File: config.mk
export PLATFORM = sky130hd
export DESIGN_NAME = usc_top
export DESIGN_NICKNAME = d
export VERILOG_FILES = /design/src/usc_pkg.sv /design/src/usc_rx.sv /design/src/usc_top.sv
export SDC_FILE = /design/constraint.sdc
export NUM_CORES = 1
export LEC_CHECK = 0
export ABC_AREA = 1
export BUFFER_PORTS_ARGS = -buffer_cell sky130_fd_sc_hd__clkbuf_2
export CAP_MARGIN = 20
export CORE_AREA = 2 2 107 135
export CTS_CLUSTER_SIZE = 40
export DETAILED_ROUTE_END_ITERATION = 12
export DIE_AREA = 0 0 109 137
export PLACE_DENSITY = 0.88
export SETUP_SLACK_MARGIN = 0.5
export SYNTH_ARGS = -nofsm -noshare
export SYNTH_HDL_FRONTEND = slang
export SYNTH_HIERARCHICAL = 1
export SYNTH_SLANG_ARGS = --single-unit
export TNS_END_PERCENT = 10
File: constraint.sdc
create_clock -name ref_clk_i -period 3.8 [get_ports ref_clk_i]
set_input_delay 0.38 -clock ref_clk_i [delete_from_list [all_inputs] [get_ports ref_clk_i]]
set_output_delay 0.38 -clock ref_clk_i [all_outputs]
set_load 0.005 [all_outputs]
File: src/usc_pkg.sv
// Package for the serial status and control register block.
// Assumes a byte-wide register port and a fixed-rate bit clock count.
package usc_pkg;
  // Register addresses
  localparam logic [7:0] USC_ADDR_STATUS = 8'h50;
  localparam logic [7:0] USC_ADDR_DATA = 8'h51;
  localparam logic [7:0] USC_ADDR_CTRL1 = 8'h53;
  localparam logic [7:0] USC_ADDR_CTRL2 = 8'h54;
  // Reset values
  localparam logic [7:0] USC_STATUS_RESET = 8'hC0;
  localparam logic [7:0] USC_CTRL1_RESET = 8'h00;
  localparam logic [7:0] USC_CTRL2_RESET = 8'h00;
  // Control one field positions
  localparam int USC_C1_RX9 = 7;
  localparam int USC_C1_TX9 = 6;
  localparam int USC_C1_LPS = 5;
  localparam int USC_C1_M = 4;
  localparam int USC_C1_WAKE = 3;
  localparam int USC_C1_PCE = 2;
  localparam int USC_C1_PS = 1;
  localparam int USC_C1_PIE = 0;
  // Control two field positions
  localparam int USC_C2_TIE = 7;
  localparam int USC_C2_TX_DONE_IRQ_ENABLE = 6;
  localparam int USC_C2_RIE = 5;
  localparam int USC_C2_IDLE_IRQ_ENABLE = 4;
  localparam int USC_C2_TE = 3;
  localparam int USC_C2_RE = 2;
  localparam int USC_C2_MUTE = 1;
  localparam int USC_C2_SBK = 0;
  // Clock cycles per serial bit
  localparam int USC_BIT_CLKS = 16;
  // Frame lengths in bits
  localparam logic [3:0] USC_FRAME8 = 4'hA;
  localparam logic [3:0] USC_FRAME9 = 4'hB;
  // Parity of the data bits below the parity position
  function automatic logic usc_par(input logic [8:0] d, input logic nine);
    usc_par = nine ? ^d[7:0] : ^d[6:0];
  endfunction
endpackage

File: src/usc_rx.sv
// Serial receiver: start search, majority sampling, noise, framing, idle.
// Assumes rx_i is an asynchronous pin; enable stops new frames and idle counting only.
`timescale 1ns/1ps
`default_nettype none
module usc_rx import usc_pkg::*; #(
  parameter int BIT_CLKS = USC_BIT_CLKS
) (
  input wire logic ref_clk_i,
  input wire logic reset_i,
  input wire logic rx_i,
  input wire logic enable_i,
  input wire logic nine_bit_i,
  output logic start_o,
  output logic word_valid_o,
  output logic [8:0] word_o,
  output logic noise_o,
  output logic frame_err_o,
  output logic idle_o
);
  typedef enum logic [1:0] {RX_IDLE, RX_START, RX_DATA, RX_STOP} usc_rx_state_t;
  localparam int HALF = BIT_CLKS / 2;
  usc_rx_state_t state;
  logic sync1, sync2;
  logic [15:0] cnt;
  logic [15:0] idle_cnt;
  logic [3:0] bits;
  logic [1:0] ones;
  logic [8:0] shreg;
  logic nine, noisy, armed;
  logic sample, mid_end, bit_end, maj, next_noise;

  // Two-stage synchroniser
  always_ff @(posedge ref_clk_i or posedge reset_i) begin
    if (reset_i) begin
      sync1 <= 1'b1;
      sync2 <= 1'b1;
    end else begin
      sync1 <= rx_i;
      sync2 <= sync1;
    end
  end

  assign sample = (cnt >= 16'(HALF - 1)) && (cnt <= 16'(HALF + 1));
  assign mid_end = cnt == 16'(HALF + 2);
  assign bit_end = cnt == 16'(BIT_CLKS - 1);
  assign maj = ones >= 2'd2;
  assign next_noise = noisy | ((ones != 2'd0) && (ones != 2'd3));

  // Frame sequencing with three-sample majority
  always_ff @(posedge ref_clk_i or posedge reset_i) begin
    if (reset_i) begin
      state <= RX_IDLE;
      cnt <= 16'h0000;
      bits <= 4'h0;
      ones <= 2'd0;
      shreg <= 9'h000;
      nine <= 1'b0;
      noisy <= 1'b0;
      start_o <= 1'b0;
      word_valid_o <= 1'b0;
      word_o <= 9'h000;
      noise_o <= 1'b0;
      frame_err_o <= 1'b0;
    end else begin
      start_o <= 1'b0;
      word_valid_o <= 1'b0;
      cnt <= (state == RX_IDLE || bit_end) ? 16'h0000 : cnt + 16'h0001;
      if (sample) begin
        ones <= ones + {1'b0, sync2};
      end
      case (state)
        RX_IDLE: begin
          ones <= 2'd0;
          if (enable_i && !sync2) begin
            state <= RX_START;
            nine <= nine_bit_i;
            noisy <= 1'b0;
            bits <= 4'h0;
            start_o <= 1'b1;
          end
        end
        RX_START: begin
          if (bit_end) begin
            ones <= 2'd0;
            noisy <= next_noise;
            state <= maj ? RX_IDLE : RX_DATA;
          end
        end
        RX_DATA: begin
          if (bit_end) begin
            ones <= 2'd0;
            noisy <= next_noise;
            shreg <= {maj, shreg[8:1]};
            bits <= bits + 4'h1;
            if (bits == (nine ? 4'h8 : 4'h7)) begin
              state <= RX_STOP;
            end
          end
        end
        RX_STOP: begin
          if (mid_end) begin
            state <= RX_IDLE;
            word_valid_o <= 1'b1;
            word_o <= nine ? shreg : {1'b0, shreg[8:1]};
            noise_o <= next_noise;
            frame_err_o <= !maj;
          end
        end
        default: state <= RX_IDLE;
      endcase
    end
  end

  // Idle frame detection, armed by a received start bit
  always_ff @(posedge ref_clk_i or posedge reset_i) begin
    if (reset_i) begin
      idle_cnt <= 16'h0000;
      armed <= 1'b0;
      idle_o <= 1'b0;
    end else begin
      idle_o <= 1'b0;
      if (start_o) begin
        armed <= 1'b1;
      end
      if (state != RX_IDLE || !sync2 || !enable_i) begin
        idle_cnt <= 16'h0000;
      end else if (armed) begin
        idle_cnt <= idle_cnt + 16'h0001;
        if (idle_cnt == 16'((nine_bit_i ? 11 : 10) * BIT_CLKS - 1)) begin
          idle_o <= 1'b1;
          armed <= 1'b0;
        end
      end
    end
  end
endmodule
`default_nettype wire

File: src/usc_top.sv
// Serial transceiver status and control registers with transmitter.
// Assumes a byte register port on ref_clk_i; rx pin is asynchronous.
// What this block does
// - Buffer-empty flag sets on buffer-to-shifter move; move waits for flag clear.
// - Done flag sets after a data frame only; enable gates its interrupt.
// - Rx-ready sets on word to buffer; status then data read clears.
// - Idle flag sets on idle line; rearmed only by a new rx-ready.
// - Word arriving while rx-ready set raises overrun; buffer kept.
// - Noise flag sets with the word; no interrupt of its own.
// - Framing flag on bad stop or break; overrun alone when both.
// - Parity fail flag on bad parity; interrupts when its enable is set.
// - Status reads 8'hC0 after reset.
// - Nine-bit mode: ninth rx bit stored, ninth tx bit sent.
// - Low-power stop halts transmit and receive after the current frame.
// - Word length bit picks eight or nine data bits, one start, one stop.
// - Wake method bit picks idle-line or address-mark wake-up.
// - Parity goes in top data position and is checked; applies next frame.
// - Parity select: even when zero, odd when one; applies next frame.
// - Interrupt for each flag but noise and framing, with its enable; rx-ready and overrun ones need receiver on.
// - Transmit enable pulsed low mid-frame queues an idle preamble.
// - Transmit enable waits one bit time before the first frame.
// - Receive enable starts the search for a start bit.
// - Mute bit set and cleared by software, cleared by wake-up.
// - Break bit set then cleared sends one break after current word.
// - Muted receiver sets no rx flags and raises no rx interrupt.
// - Idle-line wake clears mute without setting idle.
// - Address-mark wake clears mute and receives the word normally.
// - All enabled events share one interrupt output.
`timescale 1ns/1ps
`default_nettype none
module usc_top import usc_pkg::*; #(
  parameter int BIT_CLKS = USC_BIT_CLKS
) (
  input wire logic ref_clk_i,
  input wire logic reset_i,
  input wire logic [7:0] addr_i,
  input wire logic [7:0] wdata_i,
  input wire logic wr_i,
  input wire logic rd_i,
  output logic [7:0] rdata_o,
  input wire logic rx_i,
  output logic tx_o,
  output logic tx_oe_o,
  output logic irq_o
);
  typedef enum logic [1:0] {TX_OFF, TX_WAIT, TX_READY, TX_SHIFT} usc_tx_state_t;
  typedef enum logic [1:0] {K_DATA, K_PREAMBLE, K_BREAK} usc_kind_t;

  logic [7:0] ctrl1, ctrl2;
  logic [7:0] tx_buffer, rx_buffer;
  logic rx_ninth_bit;
  logic tx_buffer_empty_flag, tx_done_flag, rx_ready_flag, idle_flag;
  logic overrun_flag, noise_flag, framing_flag, parity_fail_flag;
  logic status_seen, idle_armed;
  logic rx_nine, rx_pce, rx_ps;
  logic rx_start, rx_valid, rx_noise, rx_ferr, rx_idle;
  logic [8:0] rx_word;
  logic tx_ninth_bit, low_power_stop, nine_bit, wake_addr_mode;
  logic parity_enable, parity_odd_select, parity_irq_enable;
  logic tx_empty_irq_enable, tx_done_irq_enable, rx_irq_enable;
  logic idle_irq_enable, tx_enable, rx_enable, rx_mute, send_break_bit;
  usc_tx_state_t tx_state;
  usc_kind_t tx_kind;
  logic [11:0] tx_shift;
  logic [3:0] tx_bits;
  logic [15:0] tx_cnt;
  logic te_prev, sbk_prev, preamble_pend, break_pend;
  logic tx_bit_end, tx_load, tx_frame_end, te_rise, sbk_fall;
  logic wr_data, rd_data, rd_status, clr_tx, clr_rx;
  logic rx_msb, wake_addr, rx_accept, rx_load, rx_perr, idle_wake;
  logic [8:0] tx_word;

  assign tx_ninth_bit = ctrl1[USC_C1_TX9];
  assign low_power_stop = ctrl1[USC_C1_LPS];
  assign nine_bit = ctrl1[USC_C1_M];
  assign wake_addr_mode = ctrl1[USC_C1_WAKE];
  assign parity_enable = ctrl1[USC_C1_PCE];
  assign parity_odd_select = ctrl1[USC_C1_PS];
  assign parity_irq_enable = ctrl1[USC_C1_PIE];
  assign tx_empty_irq_enable = ctrl2[USC_C2_TIE];
  assign tx_done_irq_enable = ctrl2[USC_C2_TX_DONE_IRQ_ENABLE];
  assign rx_irq_enable = ctrl2[USC_C2_RIE];
  assign idle_irq_enable = ctrl2[USC_C2_IDLE_IRQ_ENABLE];
  assign tx_enable = ctrl2[USC_C2_TE];
  assign rx_enable = ctrl2[USC_C2_RE];
  assign rx_mute = ctrl2[USC_C2_MUTE];
  assign send_break_bit = ctrl2[USC_C2_SBK];

  // Register port decode
  assign wr_data = wr_i && (addr_i == USC_ADDR_DATA);
  assign rd_data = rd_i && (addr_i == USC_ADDR_DATA);
  assign rd_status = rd_i && (addr_i == USC_ADDR_STATUS);
  assign clr_tx = wr_data && status_seen;
  assign clr_rx = rd_data && status_seen;

  // Receiver
  usc_rx #(
    .BIT_CLKS(BIT_CLKS)
  ) u_rx (
    .ref_clk_i(ref_clk_i),
    .reset_i(reset_i),
    .rx_i(rx_i),
    .enable_i(rx_enable && !low_power_stop),
    .nine_bit_i(nine_bit),
    .start_o(rx_start),
    .word_valid_o(rx_valid),
    .word_o(rx_word),
    .noise_o(rx_noise),
    .frame_err_o(rx_ferr),
    .idle_o(rx_idle)
  );

  // Frame format settings taken at start bit
  always_ff @(posedge ref_clk_i or posedge reset_i) begin
    if (reset_i) begin
      rx_nine <= 1'b0;
      rx_pce <= 1'b0;
      rx_ps <= 1'b0;
    end else if (rx_start) begin
      rx_nine <= nine_bit;
      rx_pce <= parity_enable;
      rx_ps <= parity_odd_select;
    end
  end

  // Receive event qualification
  assign rx_msb = rx_nine ? rx_word[8] : rx_word[7];
  assign wake_addr = rx_valid && rx_mute && wake_addr_mode && rx_msb;
  assign rx_accept = rx_valid && (!rx_mute || wake_addr);
  assign rx_load = rx_accept && !rx_ready_flag;
  assign rx_perr = rx_pce && (((rx_nine ? ^rx_word[8:0] : ^rx_word[7:0])) != rx_ps);
  assign idle_wake = rx_idle && rx_mute && !wake_addr_mode;

  // Receive data buffer
  always_ff @(posedge ref_clk_i or posedge reset_i) begin
    if (reset_i) begin
      rx_buffer <= 8'h00;
      rx_ninth_bit <= 1'b0;
    end else if (rx_load) begin
      rx_buffer <= rx_word[7:0];
      if (rx_nine) begin
        rx_ninth_bit <= rx_word[8];
      end
    end
  end

  // Status read record
  always_ff @(posedge ref_clk_i or posedge reset_i) begin
    if (reset_i) begin
      status_seen <= 1'b0;
    end else if (rd_status) begin
      status_seen <= 1'b1;
    end else if (wr_data || rd_data) begin
      status_seen <= 1'b0;
    end
  end

  // Status flags, a set beats a clear in the same cycle
  always_ff @(posedge ref_clk_i or posedge reset_i) begin
    if (reset_i) begin
      {tx_buffer_empty_flag, tx_done_flag, rx_ready_flag, idle_flag,
       overrun_flag, noise_flag, framing_flag, parity_fail_flag} <= USC_STATUS_RESET;
      idle_armed <= 1'b1;
    end else begin
      if (tx_load) begin
        tx_buffer_empty_flag <= 1'b1;
      end else if (clr_tx) begin
        tx_buffer_empty_flag <= 1'b0;
      end
      if (tx_frame_end && tx_kind == K_DATA) begin
        tx_done_flag <= 1'b1;
      end else if (clr_tx) begin
        tx_done_flag <= 1'b0;
      end
      if (rx_load) begin
        rx_ready_flag <= 1'b1;
      end else if (clr_rx) begin
        rx_ready_flag <= 1'b0;
      end
      if (rx_accept && rx_ready_flag) begin
        overrun_flag <= 1'b1;
      end else if (clr_rx) begin
        overrun_flag <= 1'b0;
      end
      if (rx_load && rx_noise) begin
        noise_flag <= 1'b1;
      end else if (clr_rx) begin
        noise_flag <= 1'b0;
      end
      if (rx_load && rx_ferr) begin
        framing_flag <= 1'b1;
      end else if (clr_rx) begin
        framing_flag <= 1'b0;
      end
      if (rx_load && rx_perr) begin
        parity_fail_flag <= 1'b1;
      end else if (clr_rx) begin
        parity_fail_flag <= 1'b0;
      end
      if (rx_idle && !rx_mute && idle_armed) begin
        idle_flag <= 1'b1;
        idle_armed <= 1'b0;
      end else begin
        if (clr_rx) begin
          idle_flag <= 1'b0;
        end
        if (rx_load) begin
          idle_armed <= 1'b1;
        end
      end
    end
  end

  // Control registers
  always_ff @(posedge ref_clk_i or posedge reset_i) begin
    if (reset_i) begin
      ctrl1 <= USC_CTRL1_RESET;
    end else if (wr_i && addr_i == USC_ADDR_CTRL1) begin
      ctrl1 <= {1'b0, wdata_i[6:0]};
    end
  end

  always_ff @(posedge ref_clk_i or posedge reset_i) begin
    if (reset_i) begin
      ctrl2 <= USC_CTRL2_RESET;
    end else if (wr_i && addr_i == USC_ADDR_CTRL2) begin
      ctrl2 <= wdata_i;
    end else if (wake_addr || idle_wake) begin
      ctrl2[USC_C2_MUTE] <= 1'b0;
    end
  end

  // Transmit data buffer
  always_ff @(posedge ref_clk_i or posedge reset_i) begin
    if (reset_i) begin
      tx_buffer <= 8'h00;
    end else if (wr_data) begin
      tx_buffer <= wdata_i;
    end
  end

  // Read data, one cycle after the strobe
  always_ff @(posedge ref_clk_i or posedge reset_i) begin
    if (reset_i) begin
      rdata_o <= 8'h00;
    end else if (rd_i) begin
      case (addr_i)
        USC_ADDR_STATUS: rdata_o <= {tx_buffer_empty_flag, tx_done_flag, rx_ready_flag,
                                     idle_flag, overrun_flag, noise_flag, framing_flag,
                                     parity_fail_flag};
        USC_ADDR_DATA: rdata_o <= rx_buffer;
        USC_ADDR_CTRL1: rdata_o <= {rx_ninth_bit, ctrl1[6:0]};
        USC_ADDR_CTRL2: rdata_o <= ctrl2;
        default: rdata_o <= 8'h00;
      endcase
    end
  end

  // Transmit word with parity in the top data position
  always_comb begin
    tx_word = {tx_ninth_bit, tx_buffer};
    if (parity_enable) begin
      if (nine_bit) begin
        tx_word[8] = usc_par(tx_word, 1'b1) ^ parity_odd_select;
      end else begin
        tx_word[7] = usc_par(tx_word, 1'b0) ^ parity_odd_select;
      end
    end
  end

  assign tx_bit_end = tx_cnt == 16'(BIT_CLKS - 1);
  assign te_rise = tx_enable && !te_prev;
  assign sbk_fall = !send_break_bit && sbk_prev;
  assign tx_load = (tx_state == TX_READY) && tx_enable && !low_power_stop &&
                   !break_pend && !preamble_pend && !tx_buffer_empty_flag;
  assign tx_frame_end = (tx_state == TX_SHIFT) && tx_bit_end && (tx_bits == 4'h1);

  // Preamble and break requests
  always_ff @(posedge ref_clk_i or posedge reset_i) begin
    if (reset_i) begin
      te_prev <= 1'b0;
      sbk_prev <= 1'b0;
      preamble_pend <= 1'b0;
      break_pend <= 1'b0;
    end else begin
      te_prev <= tx_enable;
      sbk_prev <= send_break_bit;
      if (te_rise && tx_state == TX_SHIFT) begin
        preamble_pend <= 1'b1;
      end else if (tx_state == TX_READY && !break_pend && !low_power_stop) begin
        preamble_pend <= 1'b0;
      end
      if (sbk_fall) begin
        break_pend <= 1'b1;
      end else if (tx_state == TX_READY && !low_power_stop) begin
        break_pend <= 1'b0;
      end
    end
  end

  // Transmit sequencer
  always_ff @(posedge ref_clk_i or posedge reset_i) begin
    if (reset_i) begin
      tx_state <= TX_OFF;
      tx_kind <= K_DATA;
      tx_shift <= 12'hFFF;
      tx_bits <= 4'h0;
      tx_cnt <= 16'h0000;
    end else begin
      tx_cnt <= (tx_bit_end || tx_state == TX_OFF || tx_state == TX_READY) ?
                16'h0000 : tx_cnt + 16'h0001;
      case (tx_state)
        TX_OFF: begin
          if (tx_enable) begin
            tx_state <= TX_WAIT;
          end
        end
        TX_WAIT: begin
          if (!tx_enable) begin
            tx_state <= TX_OFF;
          end else if (tx_bit_end) begin
            tx_state <= TX_READY;
          end
        end
        TX_READY: begin
          if (!tx_enable) begin
            tx_state <= TX_OFF;
          end else if (!low_power_stop) begin
            if (break_pend) begin
              tx_state <= TX_SHIFT;
              tx_kind <= K_BREAK;
              tx_shift <= nine_bit ? 12'h800 : 12'h400;
              tx_bits <= nine_bit ? 4'hC : 4'hB;
            end else if (preamble_pend) begin
              tx_state <= TX_SHIFT;
              tx_kind <= K_PREAMBLE;
              tx_shift <= 12'hFFF;
              tx_bits <= nine_bit ? USC_FRAME9 : USC_FRAME8;
            end else if (tx_load) begin
              tx_state <= TX_SHIFT;
              tx_kind <= K_DATA;
              tx_shift <= nine_bit ? {2'b11, tx_word, 1'b0} :
                                     {3'b111, tx_word[7:0], 1'b0};
              tx_bits <= nine_bit ? USC_FRAME9 : USC_FRAME8;
            end
          end
        end
        TX_SHIFT: begin
          if (tx_bit_end) begin
            tx_shift <= {1'b1, tx_shift[11:1]};
            tx_bits <= tx_bits - 4'h1;
            if (tx_bits == 4'h1) begin
              tx_state <= tx_enable ? TX_READY : TX_OFF;
            end
          end
        end
        default: tx_state <= TX_OFF;
      endcase
    end
  end

  assign tx_o = (tx_state == TX_SHIFT) ? tx_shift[0] : 1'b1;
  assign tx_oe_o = (tx_enable || rx_enable) &&
                   !(low_power_stop && tx_state != TX_SHIFT);

  // Single combined interrupt request
  assign irq_o = (tx_buffer_empty_flag && tx_empty_irq_enable) ||
                 (tx_done_flag && tx_done_irq_enable) ||
                 (!rx_mute && ((idle_flag && idle_irq_enable) ||
                  (parity_fail_flag && parity_irq_enable) ||
                  (rx_enable && rx_irq_enable && (rx_ready_flag || overrun_flag))));
endmodule
`default_nettype wire

==> metrics.txt <==
# TYPE chip_impl_metric gauge
chip_impl_info{name="synth_top_cells_by_count",value="sky130_fd_sc_hd__nand2_1 (231), sky130_fd_sc_hd__dfrtp_1 (144), sky130_fd_sc_hd__inv_1 (140)"} 1
chip_impl_metric{name="drt_drc_violations_left",unit=""} 0
chip_impl_info{name="rsz_0062_raised_after_global_routing",value="false"} 1
chip_impl_metric{name="setup_skew",unit="ns"} 0.00630
chip_impl_metric{name="drt-total-wl",unit="um"} 17400
chip_impl_metric{name="antenna-diode-count",unit=""} 0
chip_impl_metric{name="final.hold.worst_slack",unit="ns"} 0.0329
chip_impl_metric{name="initial_cell_density_of_the_core",unit="%"} 61.2
chip_impl_metric{name="port_buffers",unit=""} 31
chip_impl_metric{name="max_cap_violations",unit=""} 0
chip_impl_metric{name="synthesis.area_per_instance",unit="um^2"} 8.22
chip_impl_info{name="yosys-top-cells-area",value="sky130_fd_sc_hd__dfrtp_1 (43%), sky130_fd_sc_hd__nand2_1 (10%), sky130_fd_sc_hd__o21ai_0 (6.6%), sky130_fd_sc_hd__inv_1 (6.3%), sky130_fd_sc_hd__dfstp_2 (5.4%)"} 1
chip_impl_metric{name="clock-sinks",unit=""} 161
chip_impl_metric{name="synth_sequential_area_ratio",unit="%"} 48.5
chip_impl_metric{name="timing.slew.headroom",unit="%"} 40.4
chip_impl_metric{name="final_worst_path_cycle_share",unit="%"} 54.9
chip_impl_metric{name="insertion_delay",unit="ns"} 0.43
chip_impl_metric{name="layout-drive-gt1-share",unit="%"} 12.0
chip_impl_info{name="timing_worst_setup_path_type",value="reg2out"} 1
chip_impl_metric{name="yosys-mux-area-fraction",unit="%"} 0.270
chip_impl_info{name="crit_path_start_kind",value="flop"} 1
chip_impl_info{name="post-synth-top-count-cell",value="sky130_fd_sc_hd__nand2_1"} 1
chip_impl_metric{name="ys_types",unit=""} 57
chip_impl_metric{name="postSynthCellCount",unit=""} 1015
chip_impl_metric{name="area.growth.synth_to_final",unit="%"} 11.0
chip_impl_metric{name="worst-r2r-setup-slack",unit="ns"} 1.78
chip_impl_metric{name="netlist.area_leader.share",unit="%"} 43.2
chip_impl_info{name="cts_root_buffer",value="sky130_fd_sc_hd__clkbuf_16"} 1
chip_impl_metric{name="fin_crit",unit="ns"} 2.08
chip_impl_metric{name="die_width",unit="um"} 109
chip_impl_metric{name="drt-vias-per-instance",unit=""} 5.55
chip_impl_metric{name="detail-route-antenna-nets",unit=""} 0
chip_impl_info{name="ys.flop_type",value="sky130_fd_sc_hd__dfrtp_1"} 1
chip_impl_metric{name="antenna_violations_before_repair",unit=""} 0
chip_impl_info{name="synthDominantAreaCellType",value="sky130_fd_sc_hd__dfrtp_1"} 1
chip_impl_metric{name="vias_in_the_first_global_route",unit=""} 6646
chip_impl_metric{name="synth_xor_area_share",unit="%"} 1.99
chip_impl_info{name="setup.worst_path.start",value="tx_state[0]"} 1
chip_impl_metric{name="mappedNetlistNets",unit=""} 1054
chip_impl_info{name="worst_setup_path_end_kind",value="output pin"} 1
chip_impl_metric{name="core.rowCount",unit=""} 48
chip_impl_info{name="dominant_combinational_cell_family_by_area_after_synthesis",value="simple AND/OR/NAND/NOR gates"} 1
chip_impl_metric{name="gp_congestion",unit=""} 0.881
chip_impl_metric{name="worst_slew_pin_slew",unit="ns"} 0.893
chip_impl_metric{name="maximum_number_of_pins_on_one_net_before_global_route_repair",unit=""} 49
chip_impl_metric{name="cts.repair.resized",unit=""} 0
chip_impl_metric{name="finish.net_count",unit=""} 1090
chip_impl_metric{name="stdcell_count",unit=""} 1239
chip_impl_metric{name="yosys.area_share.simple",unit="%"} 25.4
chip_impl_metric{name="powerDensity",unit="nW/um^2"} 483
chip_impl_metric{name="drt_iter0_drc",unit=""} 633
chip_impl_info{name="cts_tree",value="yes"} 1
chip_impl_metric{name="edff_count_synth",unit=""} 0
chip_impl_metric{name="report.power.total",unit="mW"} 4.47
chip_impl_metric{name="avgRoutedWirePerCell",unit="um"} 14.0
chip_impl_metric{name="path_max_fanout",unit=""} 16
chip_impl_info{name="worstHoldPathType",value="in2reg"} 1
chip_impl_metric{name="setup_violations",unit=""} 0
chip_impl_metric{name="total_number_of_yosys_warnings",unit=""} 6
chip_impl_metric{name="die_area",unit="um^2"} 14900
chip_impl_metric{name="ctsHoldBuffers",unit=""} 0
chip_impl_metric{name="synthesis.area",unit="um^2"} 8350
chip_impl_metric{name="h-tree-depth",unit=""} 4
chip_impl_metric{name="cts.path.max_buffers",unit=""} 2
chip_impl_metric{name="worst_ir_drop_vdd",unit="mV"} 0.423
chip_impl_metric{name="finalHoldViolCount",unit=""} 0
chip_impl_metric{name="core_region_area",unit="um^2"} 13600
chip_impl_metric{name="setup_total_negative_slack",unit="ns"} 0
chip_impl_metric{name="timing.critical_path.required",unit="ns"} 3.42
chip_impl_metric{name="placement.setup.worst_slack",unit="ns"} 1.79
chip_impl_metric{name="clock_pin_slew_on_the_worst_setup_and_hold_paths",unit="ns"} 0.06
chip_impl_metric{name="fillCellCount",unit=""} 1000
chip_impl_metric{name="synth_compound_area_share",unit="%"} 13.2
chip_impl_metric{name="crit_arrival",unit="ns"} 1.70
chip_impl_metric{name="dr_total_vias",unit=""} 6873
chip_impl_metric{name="placed_cells_incl_taps",unit=""} 1207
chip_impl_metric{name="yosys.area_share.adder",unit="%"} 2.70
chip_impl_metric{name="firstDrtPassIters",unit=""} 6
chip_impl_info{name="timing.rr.start",value="ctrl1[5]"} 1
chip_impl_info{name="hold_path.startpoint",value="rx_i"} 1
chip_impl_metric{name="hpwl",unit="um"} 12300
chip_impl_metric{name="yosys_register_bits",unit=""} 161
chip_impl_metric{name="maxSlewViolCount",unit=""} 0
chip_impl_metric{name="cts-buffers-inserted",unit=""} 17
chip_impl_metric{name="grt_overflow_total",unit=""} 0
chip_impl_metric{name="io_pins",unit=""} 32
chip_impl_metric{name="post-cts-setup-buffer-count",unit=""} 0
chip_impl_metric{name="grt_first_pass_wirelength",unit="um"} 29500
chip_impl_metric{name="grtUsageTotal",unit="%"} 25.3
chip_impl_metric{name="die_height",unit="um"} 137
chip_impl_info{name="outcome",value="finished, final reports clean"} 1
chip_impl_metric{name="setup_slack",unit="ns"} 1.72
chip_impl_metric{name="postSynth.asyncResetShare",unit="%"} 100
chip_impl_metric{name="achievable-frequency",unit="MHz"} 480
chip_impl_metric{name="p_leak",unit="nW"} 4.33
power breakdown:
part	total, mW	internal (mW)	switching, mW	leakage (nW)
Sequential	1.95	1.82	0.137	2.12
Combinational	0.674	0.220	0.454	1.90
Clock	1.85	1.19	0.661	0.313
routing by layer:
layer | vias up | routed length [um] | global-route usage (%)
met3 | 51 | 757 | 4.71
met2 | 199 | 8970 | 44.4
li1 | 3363 | - | -
met4 | 0 | 676 | 13.8
met5 | - | 0 | 0
met1 | 3260 | 6970 | 28.6
flip-flops by register name, indices dropped and copies added (netlist names), 4 cells and up, named ones only:
signal,cells
ctrl1,7
ctrl2,8
rdata_o,8
rx_buffer,8
tx_bits,4
tx_buffer,8
tx_cnt,16
tx_shift,12
u_rx/bits,4
u_rx/cnt,16
u_rx/idle_cnt,16
u_rx/shreg,9
u_rx/word_o,9
area by class of cell:
class	instances	area, um^2	share of cell area [%]
sequential	161	4050	43.7
tap	175	219	2.36
multi-input combinational	694	3630	39.2
clock inverter	8	149	1.61
timing repair buffer	34	178	1.92
inverter	143	538	5.81
clock buffer	24	502	5.42
through the flow:
stage | utilization [%] | cell area [um^2]
3_5_place_dp | 63.2 | 8610
5_1_grt | 68.0 | 9270
3_3_place_gp | 63.2 | 8610
2_1_floorplan | - | 8350
6_report | 68.0 | 9270
4_1_cts | 68.0 | 9270
cell families (layout without fill, tap and decap cells):
kind of cell             count (synthesis)  in the layout
XOR/XNOR                                19             19
multiplexers                             2              2
flip-flops                             161            161
AND/OR/NAND/NOR                        462            462
AO/OA/AOI/OAI                          193            193
adder cells (fa/ha/maj)                 18             18
buffers and inverters                  160            209
worst paths after layout:
| kind | end | cells after the start |
|---|---|---|
| max | tx_o | 4 |
| min | u_rx/sync1 | 1 |
| max reg2reg | u_rx/state[0] | 8 |
| min reg2reg | u_rx/sync2 | 0 |
| max in group asynchronous | u_rx/sync1 | 3 |
| min in group asynchronous | tx_buffer[0] | 2 |
critical path, cell delays in order (launching register included):
cell,delay (ns)
sky130_fd_sc_hd__dfrtp_1,0.44
sky130_fd_sc_hd__nand2_1,0.18
sky130_fd_sc_hd__inv_1,0.42
sky130_fd_sc_hd__nand2_1,0.10
sky130_fd_sc_hd__clkbuf_2,0.13
cell usage in the layout (no fill, tap or decap), types with 4 or more instances in the layout:
cell                        Yosys  layout
sky130_fd_sc_hd__nor3_1        27      27
sky130_fd_sc_hd__o21a_1         9       9
sky130_fd_sc_hd__clkbuf_2       0      31
sky130_fd_sc_hd__nand3_1       41      41
sky130_fd_sc_hd__nor3b_1        9       9
sky130_fd_sc_hd__clkbuf_8       1       5
sky130_fd_sc_hd__a21oi_1       27      27
sky130_fd_sc_hd__dfrtp_1      144     144
sky130_fd_sc_hd__inv_1        140     138
sky130_fd_sc_hd__nand2_1      231     231
sky130_fd_sc_hd__xnor2_1        8       8
sky130_fd_sc_hd__nor2_2        10      10
sky130_fd_sc_hd__nor2_1        98      98
sky130_fd_sc_hd__clkbuf_16      0      17
sky130_fd_sc_hd__bufinv_16      0       4
sky130_fd_sc_hd__nand4_1       11      11
sky130_fd_sc_hd__o21ai_0      110     110
sky130_fd_sc_hd__dfstp_2       17      17
sky130_fd_sc_hd__xor2_1        11      11
sky130_fd_sc_hd__a31oi_1       10      10
sky130_fd_sc_hd__o22ai_1       16      16
sky130_fd_sc_hd__nor2_4         5       5
sky130_fd_sc_hd__ha_1          18      18
Note: power is estimated with default switching activity, not from simulation.
